[src/msch_consts.svh]
// Offsets, field positions, reset values and codes of the channel message scheduler
// Summary of operation
// - Type 0,0,0: send data frame until success or retries exhausted, then set tx done.
// - Type 0,1,x,0: send nothing, store matching frame with its length, set rx done.
// - A data frame match writes the received identifier back into the channel.
// - Type 1,1,0,0: send reply request; without in-frame reply set tx done, wait.
// - An in-frame reply to our request sets tx done and rx done together.
// - Type 1,1,1,0: only listen for the deferred reply, then set rx done.
// - Type 1,0,0,0: give in-frame reply to matching request, then set both flags.
// - Type 1,0,0,1: send deferred reply at once, set tx done when sent.
// - Type 1,0,1,0: detect matching reply request, set rx done, no reply sent.
// - Both done flags means inactive; 1,1,0,1 still requests but never stores.
// - Lowest numbered matching channel takes a frame; lowest ready channel transmits.
// - Retries, rearbitration and abort act only on frames this device produces.
// - Retry counter loads on enable, counts failures, at zero stops and flags error.
// - A retry limit of N gives N plus one attempts.
// - Retries done and current channel are readable in the progress register.
// - Only code, acknowledge and check errors count; contention retries without limit.
// - One retry counter and one limit serve every channel.
// - Rearbitrate: finish attempt, serve lower-numbered channel, then resume the interrupted one.
// - Idle after rearbitrate waits until all pending transmissions finish.
// - After rearbitrate with no lower-numbered channel enabled, stop the current channel.
// - Host sets channel error to abort an unsent channel; device then sets tx done.
// - Device sets done and error flags; host clears them to arm a channel.
`ifndef MSCH_CONSTS_SVH
`define MSCH_CONSTS_SVH
`define MSCH_NUM_CH 14
`define MSCH_FIFO_DEPTH 32
`define MSCH_TX_CTRL_ADDR 8'h01
`define MSCH_COMMAND_ADDR 8'h03
`define MSCH_PROGRESS_ADDR 8'h05
`define MSCH_FAULT_ADDR 8'h07
`define MSCH_EVENT_ADDR 8'h09
`define MSCH_CH_BASE 8'h10
`define MSCH_CH_END 8'h80
`define MSCH_CH_ID_HI 3'h0
`define MSCH_CH_CMD 3'h1
`define MSCH_CH_LEN 3'h3
`define MSCH_CH_MASK_HI 3'h6
`define MSCH_CH_MASK_LO 3'h7
`define MSCH_CMD_DIR_BIT 3
`define MSCH_CMD_REM_BIT 2
`define MSCH_LEN_ERR_BIT 2
`define MSCH_LEN_TX_BIT 1
`define MSCH_LEN_RX_BIT 0
`define MSCH_COM_REARB_BIT 0
`define MSCH_COM_IDLE_BIT 1
`define MSCH_COM_ACTI_BIT 2
`define MSCH_COM_STATE_BIT 7
`define MSCH_EV_TX_OK 0
`define MSCH_EV_RX_OK 1
`define MSCH_EV_TE 2
`define MSCH_EV_RX_ERR 3
`define MSCH_FLT_FRAME_CHECK_ERROR_FLAG 0
`define MSCH_FLT_ACK_ERROR_FLAG 1
`define MSCH_FLT_CV 2
`define MSCH_RES_OK 3'h0
`define MSCH_RES_OK_REPLY 3'h1
`define MSCH_RES_CONTENTION 3'h2
`define MSCH_RES_CV 3'h3
`define MSCH_RES_ACK_ERROR_FLAG 3'h4
`define MSCH_RES_FRAME_CHECK_ERROR_FLAG 3'h5
`define MSCH_RK_DATA 2'h0
`define MSCH_RK_REQ 2'h1
`define MSCH_RK_OURREPLY 2'h2
`define MSCH_RK_ERROR 2'h3
`define MSCH_MAX_RETRY_RESET 4'h0
`endif

[src/msch_pkg.sv]
// Types shared by the channel message scheduler
`include "msch_consts.svh"
package msch_pkg;
	typedef struct packed {
		logic [11:0] ident;
		logic [11:0] mask;
		logic [4:0] len;
		logic direction;
		logic remote;
		logic chanErr;
		logic txDone;
		logic rxDone;
	} msch_chan_type;
	typedef struct packed {
		logic [11:0] ident;
		logic [1:0] kind;
		logic [4:0] len;
	} msch_rx_type;
	typedef struct packed {
		logic [11:0] ident;
		logic direction;
		logic remote;
		logic [4:0] len;
	} msch_tx_type;
	typedef enum logic {ST_SCAN, ST_SEND} msch_phase_type;
	typedef struct packed {
		msch_chan_type [`MSCH_NUM_CH-1:0] ch;
		msch_phase_type phase;
		logic [3:0] maxRetry;
		logic [3:0] retryCnt;
		logic [3:0] retriesDone;
		logic [3:0] curCh;
		logic [3:0] suspCh;
		logic rearbPend;
		logic rearbCut;
		logic rearbSeen;
		logic idleReq;
		logic idleMode;
		logic [7:0] fault;
		logic [7:0] events;
		logic [7:0] rdData;
		logic txReq;
		msch_tx_type tx;
		logic replyHit;
		logic [3:0] replyCh;
		logic mbWrEn;
		logic [3:0] mbWrCh;
		logic [4:0] mbWrLen;
	} msch_state_type;
endpackage

[src/msch_scheduler.sv]
// Receive descriptor FIFO and the per-channel message scheduler
`include "msch_consts.svh"
module msch_fifo #(
	parameter int WIDTH = 19,
	parameter int DEPTH = 32
) (
	input wire logic mclk,
	input wire logic reset,
	input wire logic inValid,
	input wire logic [WIDTH-1:0] inData,
	output logic inReady,
	output logic outValid,
	output logic [WIDTH-1:0] outData,
	input wire logic outReady
);
	localparam int AW = $clog2(DEPTH);
	typedef struct packed {
		logic [AW-1:0] wp;
		logic [AW-1:0] rp;
		logic [AW:0] count;
		logic inReady;
	} msch_fifo_state_type;
	msch_fifo_state_type s_q, s_d;
	logic [WIDTH-1:0] mem [DEPTH];
	logic push, pop;
	assign push = inValid && s_q.inReady;
	assign pop = outValid && outReady;
	assign outValid = s_q.count != '0;
	assign outData = mem[s_q.rp];
	assign inReady = s_q.inReady;
	always_comb begin
		s_d = s_q;
		if (push) begin
			s_d.wp = AW'(s_q.wp + 1'b1);
		end
		if (pop) begin
			s_d.rp = AW'(s_q.rp + 1'b1);
		end
		s_d.count = s_q.count + (AW+1)'(push) - (AW+1)'(pop);
		// Ready is registered so the source sees a clean level
		s_d.inReady = s_d.count != (AW+1)'(DEPTH);
	end
	always_ff @(posedge mclk) begin
		if (reset) begin
			s_q <= '0;
			s_q.inReady <= 1'b1;
		end else begin
			s_q <= s_d;
		end
	end
	always_ff @(posedge mclk) begin
		if (push) begin
			mem[s_q.wp] <= inData;
		end
	end
endmodule

module msch_scheduler (
	input wire logic mclk,
	input wire logic reset,
	input wire logic [7:0] regAddr,
	input wire logic [7:0] regWrData,
	input wire logic regWr,
	input wire logic regRd,
	output logic [7:0] regRdData,
	output logic txReq,
	output logic [3:0] txChannel,
	output msch_pkg::msch_tx_type txFrame,
	input wire logic txDone,
	input wire logic [2:0] txResult,
	input wire logic [4:0] txReplyLen,
	input wire logic [11:0] probeIdent,
	output logic replyHit,
	output logic [3:0] replyChannel,
	input wire logic rxValid,
	input wire msch_pkg::msch_rx_type rxWord,
	output logic rxReady,
	output logic mbWrEn,
	output logic [3:0] mbWrChannel,
	output logic [4:0] mbWrLen,
	output logic idleMode
);
	import msch_pkg::*;
	msch_state_type s_q, s_d;
	msch_rx_type rxHead;
	logic rxAvail, rxTake;
	logic found, rxFound;
	logic [3:0] sel, rxSel, wrIdx, rdIdx, c;
	logic endTx;

	function automatic logic chanHit(input logic [7:0] a);
		return a >= `MSCH_CH_BASE && a < `MSCH_CH_END;
	endfunction
	function automatic logic [3:0] chanIdx(input logic [7:0] a);
		return 4'(a[7:3] - 5'h02);
	endfunction
	function automatic logic identMatch(input msch_chan_type ch, input logic [11:0] id);
		return ((ch.ident ^ id) & ch.mask) == 12'h000;
	endfunction
	// Producer types that may be queued: data, reply request, deferred reply
	function automatic logic txEligible(input msch_chan_type ch);
		return !ch.txDone && !ch.chanErr && ((!ch.direction && !ch.remote)
			|| (ch.direction && ch.remote) || (ch.direction && !ch.remote && ch.rxDone));
	endfunction
	function automatic logic isProducer(input msch_chan_type ch);
		return !ch.txDone && (ch.direction || !ch.remote);
	endfunction
	// Which channel types accept each kind of finished frame
	function automatic logic rxWants(input msch_chan_type ch, input logic [1:0] kind,
		input logic [11:0] id);
		logic typeOk;
		typeOk = 1'b0;
		case (kind)
			`MSCH_RK_DATA: typeOk = ch.remote && !ch.rxDone;
			`MSCH_RK_REQ: typeOk = ch.direction && !ch.remote && ch.txDone && !ch.rxDone;
			`MSCH_RK_OURREPLY: typeOk = ch.direction && !ch.remote && !ch.txDone && !ch.rxDone
				&& !ch.chanErr;
			`MSCH_RK_ERROR: typeOk = !(ch.txDone && ch.rxDone);
			default: typeOk = 1'b0;
		endcase
		return typeOk && identMatch(ch, id);
	endfunction
	function automatic logic isFail(input logic [2:0] r);
		return r == `MSCH_RES_CV || r == `MSCH_RES_ACK_ERROR_FLAG || r == `MSCH_RES_FRAME_CHECK_ERROR_FLAG;
	endfunction

	msch_fifo #(
		.WIDTH($bits(msch_rx_type)),
		.DEPTH(`MSCH_FIFO_DEPTH)
	) rxQueue (
		.mclk(mclk),
		.reset(reset),
		.inValid(rxValid),
		.inData(rxWord),
		.inReady(rxReady),
		.outValid(rxAvail),
		.outData(rxHead),
		.outReady(rxTake)
	);

	// Descriptors wait in the queue while idle, so a burst is never dropped
	assign rxTake = rxAvail && !s_q.idleMode;
	assign wrIdx = chanIdx(regAddr);
	assign rdIdx = chanIdx(regAddr);
	assign c = s_q.curCh;

	// Lowest number wins because the loop runs downward and the last hit stays
	always_comb begin
		found = 1'b0;
		sel = 4'h0;
		rxFound = 1'b0;
		rxSel = 4'h0;
		for (int k = `MSCH_NUM_CH - 1; k >= 0; k--) begin
			if (txEligible(s_q.ch[k])) begin
				found = 1'b1;
				sel = 4'(k);
			end
			if (rxWants(s_q.ch[k], rxHead.kind, rxHead.ident)) begin
				rxFound = 1'b1;
				rxSel = 4'(k);
			end
		end
	end

	always_comb begin
		s_d = s_q;
		s_d.mbWrEn = 1'b0;
		endTx = 1'b0;
		if (regWr) begin
			if (chanHit(regAddr)) begin
				case (regAddr[2:0])
					`MSCH_CH_ID_HI: s_d.ch[wrIdx].ident[11:4] = regWrData;
					`MSCH_CH_CMD: begin
						s_d.ch[wrIdx].ident[3:0] = regWrData[7:4];
						s_d.ch[wrIdx].direction = regWrData[`MSCH_CMD_DIR_BIT];
						s_d.ch[wrIdx].remote = regWrData[`MSCH_CMD_REM_BIT];
					end
					`MSCH_CH_LEN: begin
						s_d.ch[wrIdx].len = regWrData[7:3];
						s_d.ch[wrIdx].chanErr = regWrData[`MSCH_LEN_ERR_BIT];
						s_d.ch[wrIdx].txDone = regWrData[`MSCH_LEN_TX_BIT];
						s_d.ch[wrIdx].rxDone = regWrData[`MSCH_LEN_RX_BIT];
					end
					`MSCH_CH_MASK_HI: s_d.ch[wrIdx].mask[11:4] = regWrData;
					`MSCH_CH_MASK_LO: s_d.ch[wrIdx].mask[3:0] = regWrData[7:4];
					default: ;
				endcase
			end else begin
				case (regAddr)
					`MSCH_TX_CTRL_ADDR: s_d.maxRetry = regWrData[3:0];
					`MSCH_COMMAND_ADDR: begin
						if (regWrData[`MSCH_COM_REARB_BIT]) begin
							s_d.rearbPend = 1'b1;
						end
						s_d.idleReq = regWrData[`MSCH_COM_IDLE_BIT];
						if (regWrData[`MSCH_COM_ACTI_BIT] && !regWrData[`MSCH_COM_IDLE_BIT]) begin
							s_d.idleMode = 1'b0;
						end
					end
					`MSCH_EVENT_ADDR: s_d.events = s_q.events & ~regWrData;
					default: ;
				endcase
			end
		end
		if (regRd) begin
			if (chanHit(regAddr)) begin
				case (regAddr[2:0])
					`MSCH_CH_ID_HI: s_d.rdData = s_q.ch[rdIdx].ident[11:4];
					`MSCH_CH_CMD: s_d.rdData = {s_q.ch[rdIdx].ident[3:0], s_q.ch[rdIdx].direction,
						s_q.ch[rdIdx].remote, 2'h0};
					`MSCH_CH_LEN: s_d.rdData = {s_q.ch[rdIdx].len, s_q.ch[rdIdx].chanErr,
						s_q.ch[rdIdx].txDone, s_q.ch[rdIdx].rxDone};
					`MSCH_CH_MASK_HI: s_d.rdData = s_q.ch[rdIdx].mask[11:4];
					`MSCH_CH_MASK_LO: s_d.rdData = {s_q.ch[rdIdx].mask[3:0], 4'h0};
					default: s_d.rdData = 8'h00;
				endcase
			end else begin
				case (regAddr)
					`MSCH_TX_CTRL_ADDR: s_d.rdData = {4'h0, s_q.maxRetry};
					`MSCH_COMMAND_ADDR: s_d.rdData = {s_q.idleMode, 5'h00, s_q.idleReq, 1'b0};
					`MSCH_PROGRESS_ADDR: s_d.rdData = {s_q.retriesDone, s_q.curCh};
					`MSCH_FAULT_ADDR: s_d.rdData = s_q.fault;
					`MSCH_EVENT_ADDR: s_d.rdData = s_q.events;
					default: s_d.rdData = 8'h00;
				endcase
			end
		end

		// Frames finished on the bus; hardware sets are applied after host writes so they win
		if (rxTake && rxFound) begin
			case (rxHead.kind)
				`MSCH_RK_DATA: begin
					s_d.ch[rxSel].rxDone = 1'b1;
					s_d.ch[rxSel].ident = rxHead.ident;
					s_d.mbWrEn = 1'b1;
					s_d.mbWrCh = rxSel;
					s_d.mbWrLen = rxHead.len;
					s_d.events[`MSCH_EV_RX_OK] = 1'b1;
				end
				`MSCH_RK_REQ: begin
					s_d.ch[rxSel].rxDone = 1'b1;
					s_d.events[`MSCH_EV_RX_OK] = 1'b1;
				end
				`MSCH_RK_OURREPLY: begin
					s_d.ch[rxSel].txDone = 1'b1;
					s_d.ch[rxSel].rxDone = 1'b1;
					s_d.events[`MSCH_EV_TX_OK] = 1'b1;
				end
				default: begin
					s_d.ch[rxSel].chanErr = 1'b1;
					s_d.events[`MSCH_EV_RX_ERR] = 1'b1;
				end
			endcase
		end

		// In-frame reply lookup, answered one cycle after the probe
		s_d.replyHit = 1'b0;
		s_d.replyCh = 4'h0;
		for (int k = `MSCH_NUM_CH - 1; k >= 0; k--) begin
			if (!s_q.idleMode && rxWants(s_q.ch[k], `MSCH_RK_OURREPLY, probeIdent)) begin
				s_d.replyHit = 1'b1;
				s_d.replyCh = 4'(k);
			end
		end

		case (s_q.phase)
			ST_SCAN: begin
				for (int k = 0; k < `MSCH_NUM_CH; k++) begin
					if (s_q.ch[k].chanErr && isProducer(s_q.ch[k])) begin
						s_d.ch[k].txDone = 1'b1;
					end
				end
				if (!found) begin
					s_d.rearbSeen = 1'b0;
					s_d.rearbCut = 1'b0;
				end
				if (s_q.idleReq && !s_q.idleMode && (!s_q.rearbSeen || !found)) begin
					s_d.idleMode = 1'b1;
				end else if (found && !s_q.idleMode) begin
					if (s_q.rearbCut && sel == s_q.suspCh) begin
						// No lower-numbered channel was enabled, so the cut channel is dropped
						s_d.ch[sel].txDone = 1'b1;
						s_d.rearbCut = 1'b0;
					end else begin
						s_d.curCh = sel;
						s_d.retryCnt = s_q.maxRetry;
						s_d.retriesDone = 4'h0;
						s_d.tx.ident = s_q.ch[sel].ident;
						s_d.tx.direction = s_q.ch[sel].direction;
						s_d.tx.remote = s_q.ch[sel].remote;
						s_d.tx.len = s_q.ch[sel].len;
						s_d.txReq = 1'b1;
						s_d.rearbCut = 1'b0;
						s_d.phase = ST_SEND;
					end
				end
			end
			ST_SEND: begin
				if (txDone) begin
					case (txResult)
						`MSCH_RES_OK: begin
							s_d.ch[c].txDone = 1'b1;
							s_d.events[`MSCH_EV_TX_OK] = 1'b1;
							endTx = 1'b1;
						end
						`MSCH_RES_OK_REPLY: begin
							// Both flags in one update, never via the waiting state
							s_d.ch[c].txDone = 1'b1;
							if (!s_q.ch[c].rxDone) begin
								s_d.ch[c].rxDone = 1'b1;
								s_d.mbWrEn = 1'b1;
								s_d.mbWrCh = c;
								s_d.mbWrLen = txReplyLen;
							end
							s_d.events[`MSCH_EV_TX_OK] = 1'b1;
							s_d.events[`MSCH_EV_RX_OK] = 1'b1;
							endTx = 1'b1;
						end
						`MSCH_RES_CONTENTION: ;
						default: begin
							if (isFail(txResult)) begin
								s_d.fault = 8'h00;
								s_d.fault[`MSCH_FLT_CV] = txResult == `MSCH_RES_CV;
								s_d.fault[`MSCH_FLT_ACK_ERROR_FLAG] = txResult == `MSCH_RES_ACK_ERROR_FLAG;
								s_d.fault[`MSCH_FLT_FRAME_CHECK_ERROR_FLAG] = txResult == `MSCH_RES_FRAME_CHECK_ERROR_FLAG;
								if (s_q.retryCnt == 4'h0) begin
									s_d.ch[c].txDone = 1'b1;
									s_d.ch[c].chanErr = 1'b1;
									s_d.events[`MSCH_EV_TE] = 1'b1;
									endTx = 1'b1;
								end else begin
									s_d.retryCnt = s_q.retryCnt - 4'h1;
									s_d.retriesDone = s_q.retriesDone + 4'h1;
								end
							end
						end
					endcase
					if (!endTx && s_q.ch[c].chanErr) begin
						s_d.ch[c].txDone = 1'b1;
						endTx = 1'b1;
					end else if (!endTx && s_q.rearbPend) begin
						// The cut channel keeps its enable and is picked up again by the scan
						s_d.rearbCut = 1'b1;
						s_d.suspCh = c;
						s_d.rearbSeen = 1'b1;
						endTx = 1'b1;
					end
					if (endTx) begin
						s_d.rearbPend = 1'b0;
						s_d.txReq = 1'b0;
						s_d.phase = ST_SCAN;
					end
				end
			end
			default: s_d.phase = ST_SCAN;
		endcase
	end

	always_ff @(posedge mclk) begin
		if (reset) begin
			s_q <= '0;
			s_q.idleMode <= 1'b1;
			s_q.maxRetry <= `MSCH_MAX_RETRY_RESET;
			for (int k = 0; k < `MSCH_NUM_CH; k++) begin
				s_q.ch[k].txDone <= 1'b1;
				s_q.ch[k].rxDone <= 1'b1;
			end
		end else begin
			s_q <= s_d;
		end
	end

	assign regRdData = s_q.rdData;
	assign txReq = s_q.txReq;
	assign txChannel = s_q.curCh;
	assign txFrame = s_q.tx;
	assign replyHit = s_q.replyHit;
	assign replyChannel = s_q.replyCh;
	assign mbWrEn = s_q.mbWrEn;
	assign mbWrChannel = s_q.mbWrCh;
	assign mbWrLen = s_q.mbWrLen;
	assign idleMode = s_q.idleMode;
endmodule

[config.mk]
export PLATFORM = sky130hd
export DESIGN_NAME = msch_scheduler
export DESIGN_NICKNAME = d
export VERILOG_FILES = /design/src/msch_pkg.sv /design/src/msch_scheduler.sv
export VERILOG_INCLUDE_DIRS = /design/src
export SDC_FILE = /design/constraint.sdc
export NUM_CORES = 2
export LEC_CHECK = 0
export ABC_AREA = 0
export BUFFER_PORTS_ARGS = -buffer_cell sky130_fd_sc_hd__buf_2
export CAP_MARGIN = 20
export CORE_MARGIN = 2
export CORE_UTILIZATION = 58
export CTS_CLUSTER_SIZE = 40
export DETAILED_ROUTE_END_ITERATION = 10
export PLACE_DENSITY = 0.73
export SYNTH_ARGS = -nofsm -noshare
export SYNTH_HDL_FRONTEND = slang
export SYNTH_SLANG_ARGS = --single-unit
[constraint.sdc]
create_clock -name mclk -period 7.1 [get_ports mclk]
set_input_delay 0.355 -clock mclk [delete_from_list [all_inputs] [get_ports mclk]]
set_output_delay 0.355 -clock mclk [all_outputs]
set_load 0.01 [all_outputs]
[Yosys cells after proc, flatten, opt, wreduce, memory -nomap -nowiden]
Memory sizes are Yosys's and may differ from the RTL's. A register that Yosys moved wholly into a read port is not among the register bits.
Index checks and enable logic that the tools add are counted.
Widths: inputs -> output; s select.
Word-level totals
  register bits: 573
  bits in writable memories: 608
  input port bits: 61
  output and inout port bits: 49
  memories kept: 1
Memories
  rxQueue.mem: words 32, bits a word 19, read ports 1, clocked after memory_dff 1, write ports 1, line msch_scheduler.sv:24  | logic [WIDTH-1:0] mem [DEPTH];
Operators by class
  $add $sub $neg: 7
  $lt $le $gt $ge: 10
  equality and inequality tests: 30
  multiplexer cells: 263
  bitwise logic cells: 64
  reductions and logical operators: 453
Operator list (count)
  $bwmux 476: 20
  $mux 476: 10
  $pmux 476 s3: 2
  $demux 34 s4: 18
  $pmux 476 s5: 1
  $mux 477: 3
  $pmux 477 s2: 1
  $bmux 34 s4: 3
  $and 12x12->12: 28
  $logic_not 12->1: 28
  $xor 12x12->12: 28
  $logic_and 1x1->1: 268
  $mux 34: 4
  $mux 4: 32
  $mux 1: 96
  $logic_not 1->1: 89
  $mux 5: 17
  $pmux 8 s5: 2
  $mux 10: 7
  $mux 20: 3
  $pmux 1 s4: 14
  $logic_or 1x1->1: 45
  $mux 8: 5
  $mux 12: 3
  other kinds (46): 100

[Depth between registers and ports, before layout]
  depth in word-level cells: 40
  depth in mapped cells: 22
  mapped depth without buffers: 15

[Hierarchy]
Synthesis repeated with hierarchy kept, for this count alone.
Second synthesis, totals
  cells, all modules: 5884
  area total of the unflattened synthesis: 61164.9 um^2
Modules (own cells, without submodules)
  msch_scheduler: instances 1, cells each 4611, area an instance 36739.0 um^2, sequential area each 11130.7 um^2
  msch_fifo: instances 1, cells each 1273, area an instance 24425.9 um^2, sequential area each 18697.9 um^2

[Worst setup path before layout]
No wires, ideal clock.
  path type: reg2reg
  start: register (tool-made name)
  end: register s_q (netlist bit mbWrChannel[0])
  data arrival time: 3.953 ns
  required time: 6.968 ns
  path slack: 3.015 ns
  cell stages (with the launch flop): 19
  buffers on the path: 5
  clock period less this slack: 4.085 ns
  cells stage by stage: dfxtp_1 > buf_6 > buf_6 > mux4_2 > mux2_2 > o22a_1 > o221ai_1 > buf_6 > buf_2 > xnor2_1 > nand2_1 > nand3_1 > a211oi_1 > or4_4 > o41ai_4 > buf_4 > nor2_1 > a221oi_1 > nor3_1
RTL lines
  end, declared: line msch_scheduler.sv:84  | msch_state_type s_q, s_d;

==> qor.txt <==
status: finished, final reports clean
period utilization: 86.9%
FF-to-FF End: s_q[216]
post_cts resized: 0
dpl hpwl: 166 mm
Clock transition at path regs: 0.06 ns
MaxCap Viol Count: 0
Fill cells: 8,263
top-area cell type share of the netlist area: 29.5%
Core Region: 106,000 um2
Multi-input gate area: 29,700 um2
largest cells by area after synthesis: edfxtp_1 (29%), dfxtp_1 (19%), mux2i_1 (7.6%)
Hold Buf Count CTS: 8
max-slew violations: 0
final hold vios: 0
Slew @ Worst Pin: 1.23 ns
CP Cell Sequence: buf_12, buf_12, mux2i_1, a22oi_1, a21oi_1, nor4_2, buf_4, xor2_1, a22o_1, a221oi_1, and4_4, o21ai_0, nor2_1, buf_4, and4_1, buf_4, mux2i_1
Syn Std Cell Area: 61,900 um2
global-route wire length before repair: 347 mm
cell count after synthesis: 5,785
share of cells above drive strength 1: 15.8%
fmax: 0.162 GHz
Place WS: 1.22 ns
fin crit period: 6.17 ns
Crit. End Element: flop
Starting DRT DRC Count: 8,308
GRT overflow: 0
VDD IR max: 0.248 mV
top_reg_cell synth: edfxtp_1
Final WS setup: 0.927 ns
largest area contributor in the netlist: edfxtp_1
Largest stage delay, worst path: 0.88 ns
Vias/cell: 7.17
initial antenna violation count: 9
All-Layer GR Usage: 44.1%
Routed WL: 246 mm
Required @ worst endpoint: 7.73 ns
total number of H-tree levels: 3
Hold Path Cell Cnt: 3
Avg Cell Area, Syn: 10.7 um2
worst hold path type: in2reg
crit path kind: reg2reg
CTS buffer count: 121
First-pass DRT Iterations: 10
vias in the first global route: 47,982
total number of yosys warnings: 0
Hold Startpoint: regRd
slew margin rel.: 17.6%
syn_nets: 5,892
I/O Pins: 110
largest net degree at the start of global routing: 115
post-route DRC violation count: 0
Die X: 331 um
Critical Path End: s_q[216]
Sink Count: 1,186
CP Data Arrival Time: 6.80 ns
final net count: 5,782
Initial Util: 58.7%
critical path's slowest cell: a221oi_1
final setup fails: 0
DR vias: 51,369
Max clock buf depth: 3
FF+latch count, synth: 1,186
FF+latch area: 29,800 um2
Layout Skew: 0.0579 ns
flop2flop setup slack: 0.93 ns
register area share after synthesis: 48.1%
Rows: 119
power consumption: 0.0157 W
setup TNS: 0 ns
Die Span Y: 331 um
Final ANT Viol Nets: 0
FFs w/ async S/R, synth: 0%
Wirelength per Cell: 34.3 um
Pwr Density: 232 nW/um2
RSZ-0062 raised after global routing: no
Post-CTS Setup Inserts: 0
CP max FO: 57
synth unique cells: 92
cells on worst reg2reg path: 17
Startpoint Class: flop
Lkg Pwr: 23.9 nW
Root Buffer Master: clkbuf_16
Routability Congestion: 1.12
area grow syn2layout: 9.35%
DIE AREA: 109,000 um2
number of synthesized flops with an enable pin: 608
worst skew pair latency: 0.76 ns
Critical Path Most Common Cell: buf_4
port bufs: 109
CTS tree: built
-- worst max-delay path, delay by kind of cell, from the launching register on --
family	cells	cell delay [ns]
AOI/OAI and AO/OA	5	1.56
xor gates and xnor gates	1	0.16
buffers and inverters	5	1.79
DFF	1	0.54
muxes	2	0.34
and+or+nand+nor	4	1.53
-- worst min-delay path by stage --
stage / endpoint / slack (ns)
final: regRdData[7] / 0.04
after global routing: regRdData[0] / 0.07
after CTS: regRdData[7] / 0.01
after detailed placement: s_q[50] / 0.42
after global placement: s_q[50] / 0.42
after floorplan: s_q[47] / 0.41
-- power by group --
| part | switching [W] | internal, W |
|---|---|---|
| registers | 0.0000301 | 0.00727 |
| clock network | 0.00284 | 0.00370 |
| logic | 0.00142 | 0.000485 |
-- flip-flops by register name (all words and copies together) (netlist names), named ones only --
| signal | count |
|---|---|
| txChannel | 4 |
| mbWrChannel | 4 |
| mbWrLen | 5 |
| rxQueue.s_q | 16 |
| mbWrEn | 1 |
| regRdData | 8 |
| replyChannel | 4 |
| idleMode | 1 |
| rxQueue.mem | 608 |
| replyHit | 1 |
| txReq | 1 |
| s_q | 508 |
| txFrame | 19 |
| rxQueue.inReady | 1 |
-- cells in the mapped netlist, types with 78 or more instances --
| library cell | instances |
|---|---|
| a21oi_1 | 454 |
| a221oi_1 | 92 |
| a22oi_1 | 226 |
| buf_4 | 78 |
| clkbuf_1 | 330 |
| dfxtp_1 | 578 |
| edfxtp_1 | 608 |
| mux2_2 | 101 |
| mux2i_1 | 472 |
| mux4_2 | 167 |
| nand2_1 | 665 |
| nand3_1 | 346 |
| nor2_1 | 292 |
| o21ai_0 | 99 |
| xor2_1 | 335 |
-- through the flow --
stage / util (%) / std cells / area [um2] / hold WS, ns
CTS: 64.1 / 7158 / 67700 / 0.0147
finish: 64.2 / 7162 / 67700 / 0.0411
global placement: 60.3 / 6932 / 63600 / 0.419
global route: 64.2 / 7161 / 67700 / 0.0713
floorplan: - / 5785 / 61900 / 0.412
detailed placement: 60.3 / 6932 / 63600 / 0.424
-- cell families after synthesis --
family / after synthesis / share of synthesized area (%)
multiplexers: 748 / 15.7
XOR/XNOR: 355 / 5.02
flip-flops: 1186 / 48.1
buffers and inverters: 599 / 4.53
AND/OR/NAND/NOR: 1608 / 11.9
adder cells (fa/ha/maj): 46 / 0.941
AO/OA/AOI/OAI: 1243 / 13.8
-- metal layers --
layer | track usage [%] | wire length, um | vias up
met1 | 56.0 | 90300 | 25124
met5 | 0 | 52 | -
met2 | 66.8 | 107000 | 3830
met4 | 29.8 | 20400 | 8
met3 | 10.9 | 27400 | 1052
li1 | - | - | 21355
-- placed cells by master (no fill, tap or decap), types with 101 or more instances in the layout --
master	netlist	routed
nand2_1	665	665
edfxtp_1	608	608
dfxtp_1	578	575
mux2i_1	472	472
a21oi_1	454	453
nand3_1	346	345
xor2_1	335	334
nor2_1	292	247
a22oi_1	226	226
mux4_2	167	167
buf_4	78	160
clkbuf_16	0	121
buf_2	35	107
mux2_2	101	101
-- layout make-up --
cell class | count | area share (%)
inverters | 74 | 0.412
flip-flops and latches | 1186 | 44.0
clock inverters | 62 | 1.12
diodes | 1 | 0.00369
repair buffers | 292 | 3.11
well taps | 1391 | 2.57
multi-input cells | 4000 | 43.9
clock buffers | 156 | 4.84
(Power assumes the default switching activity.)
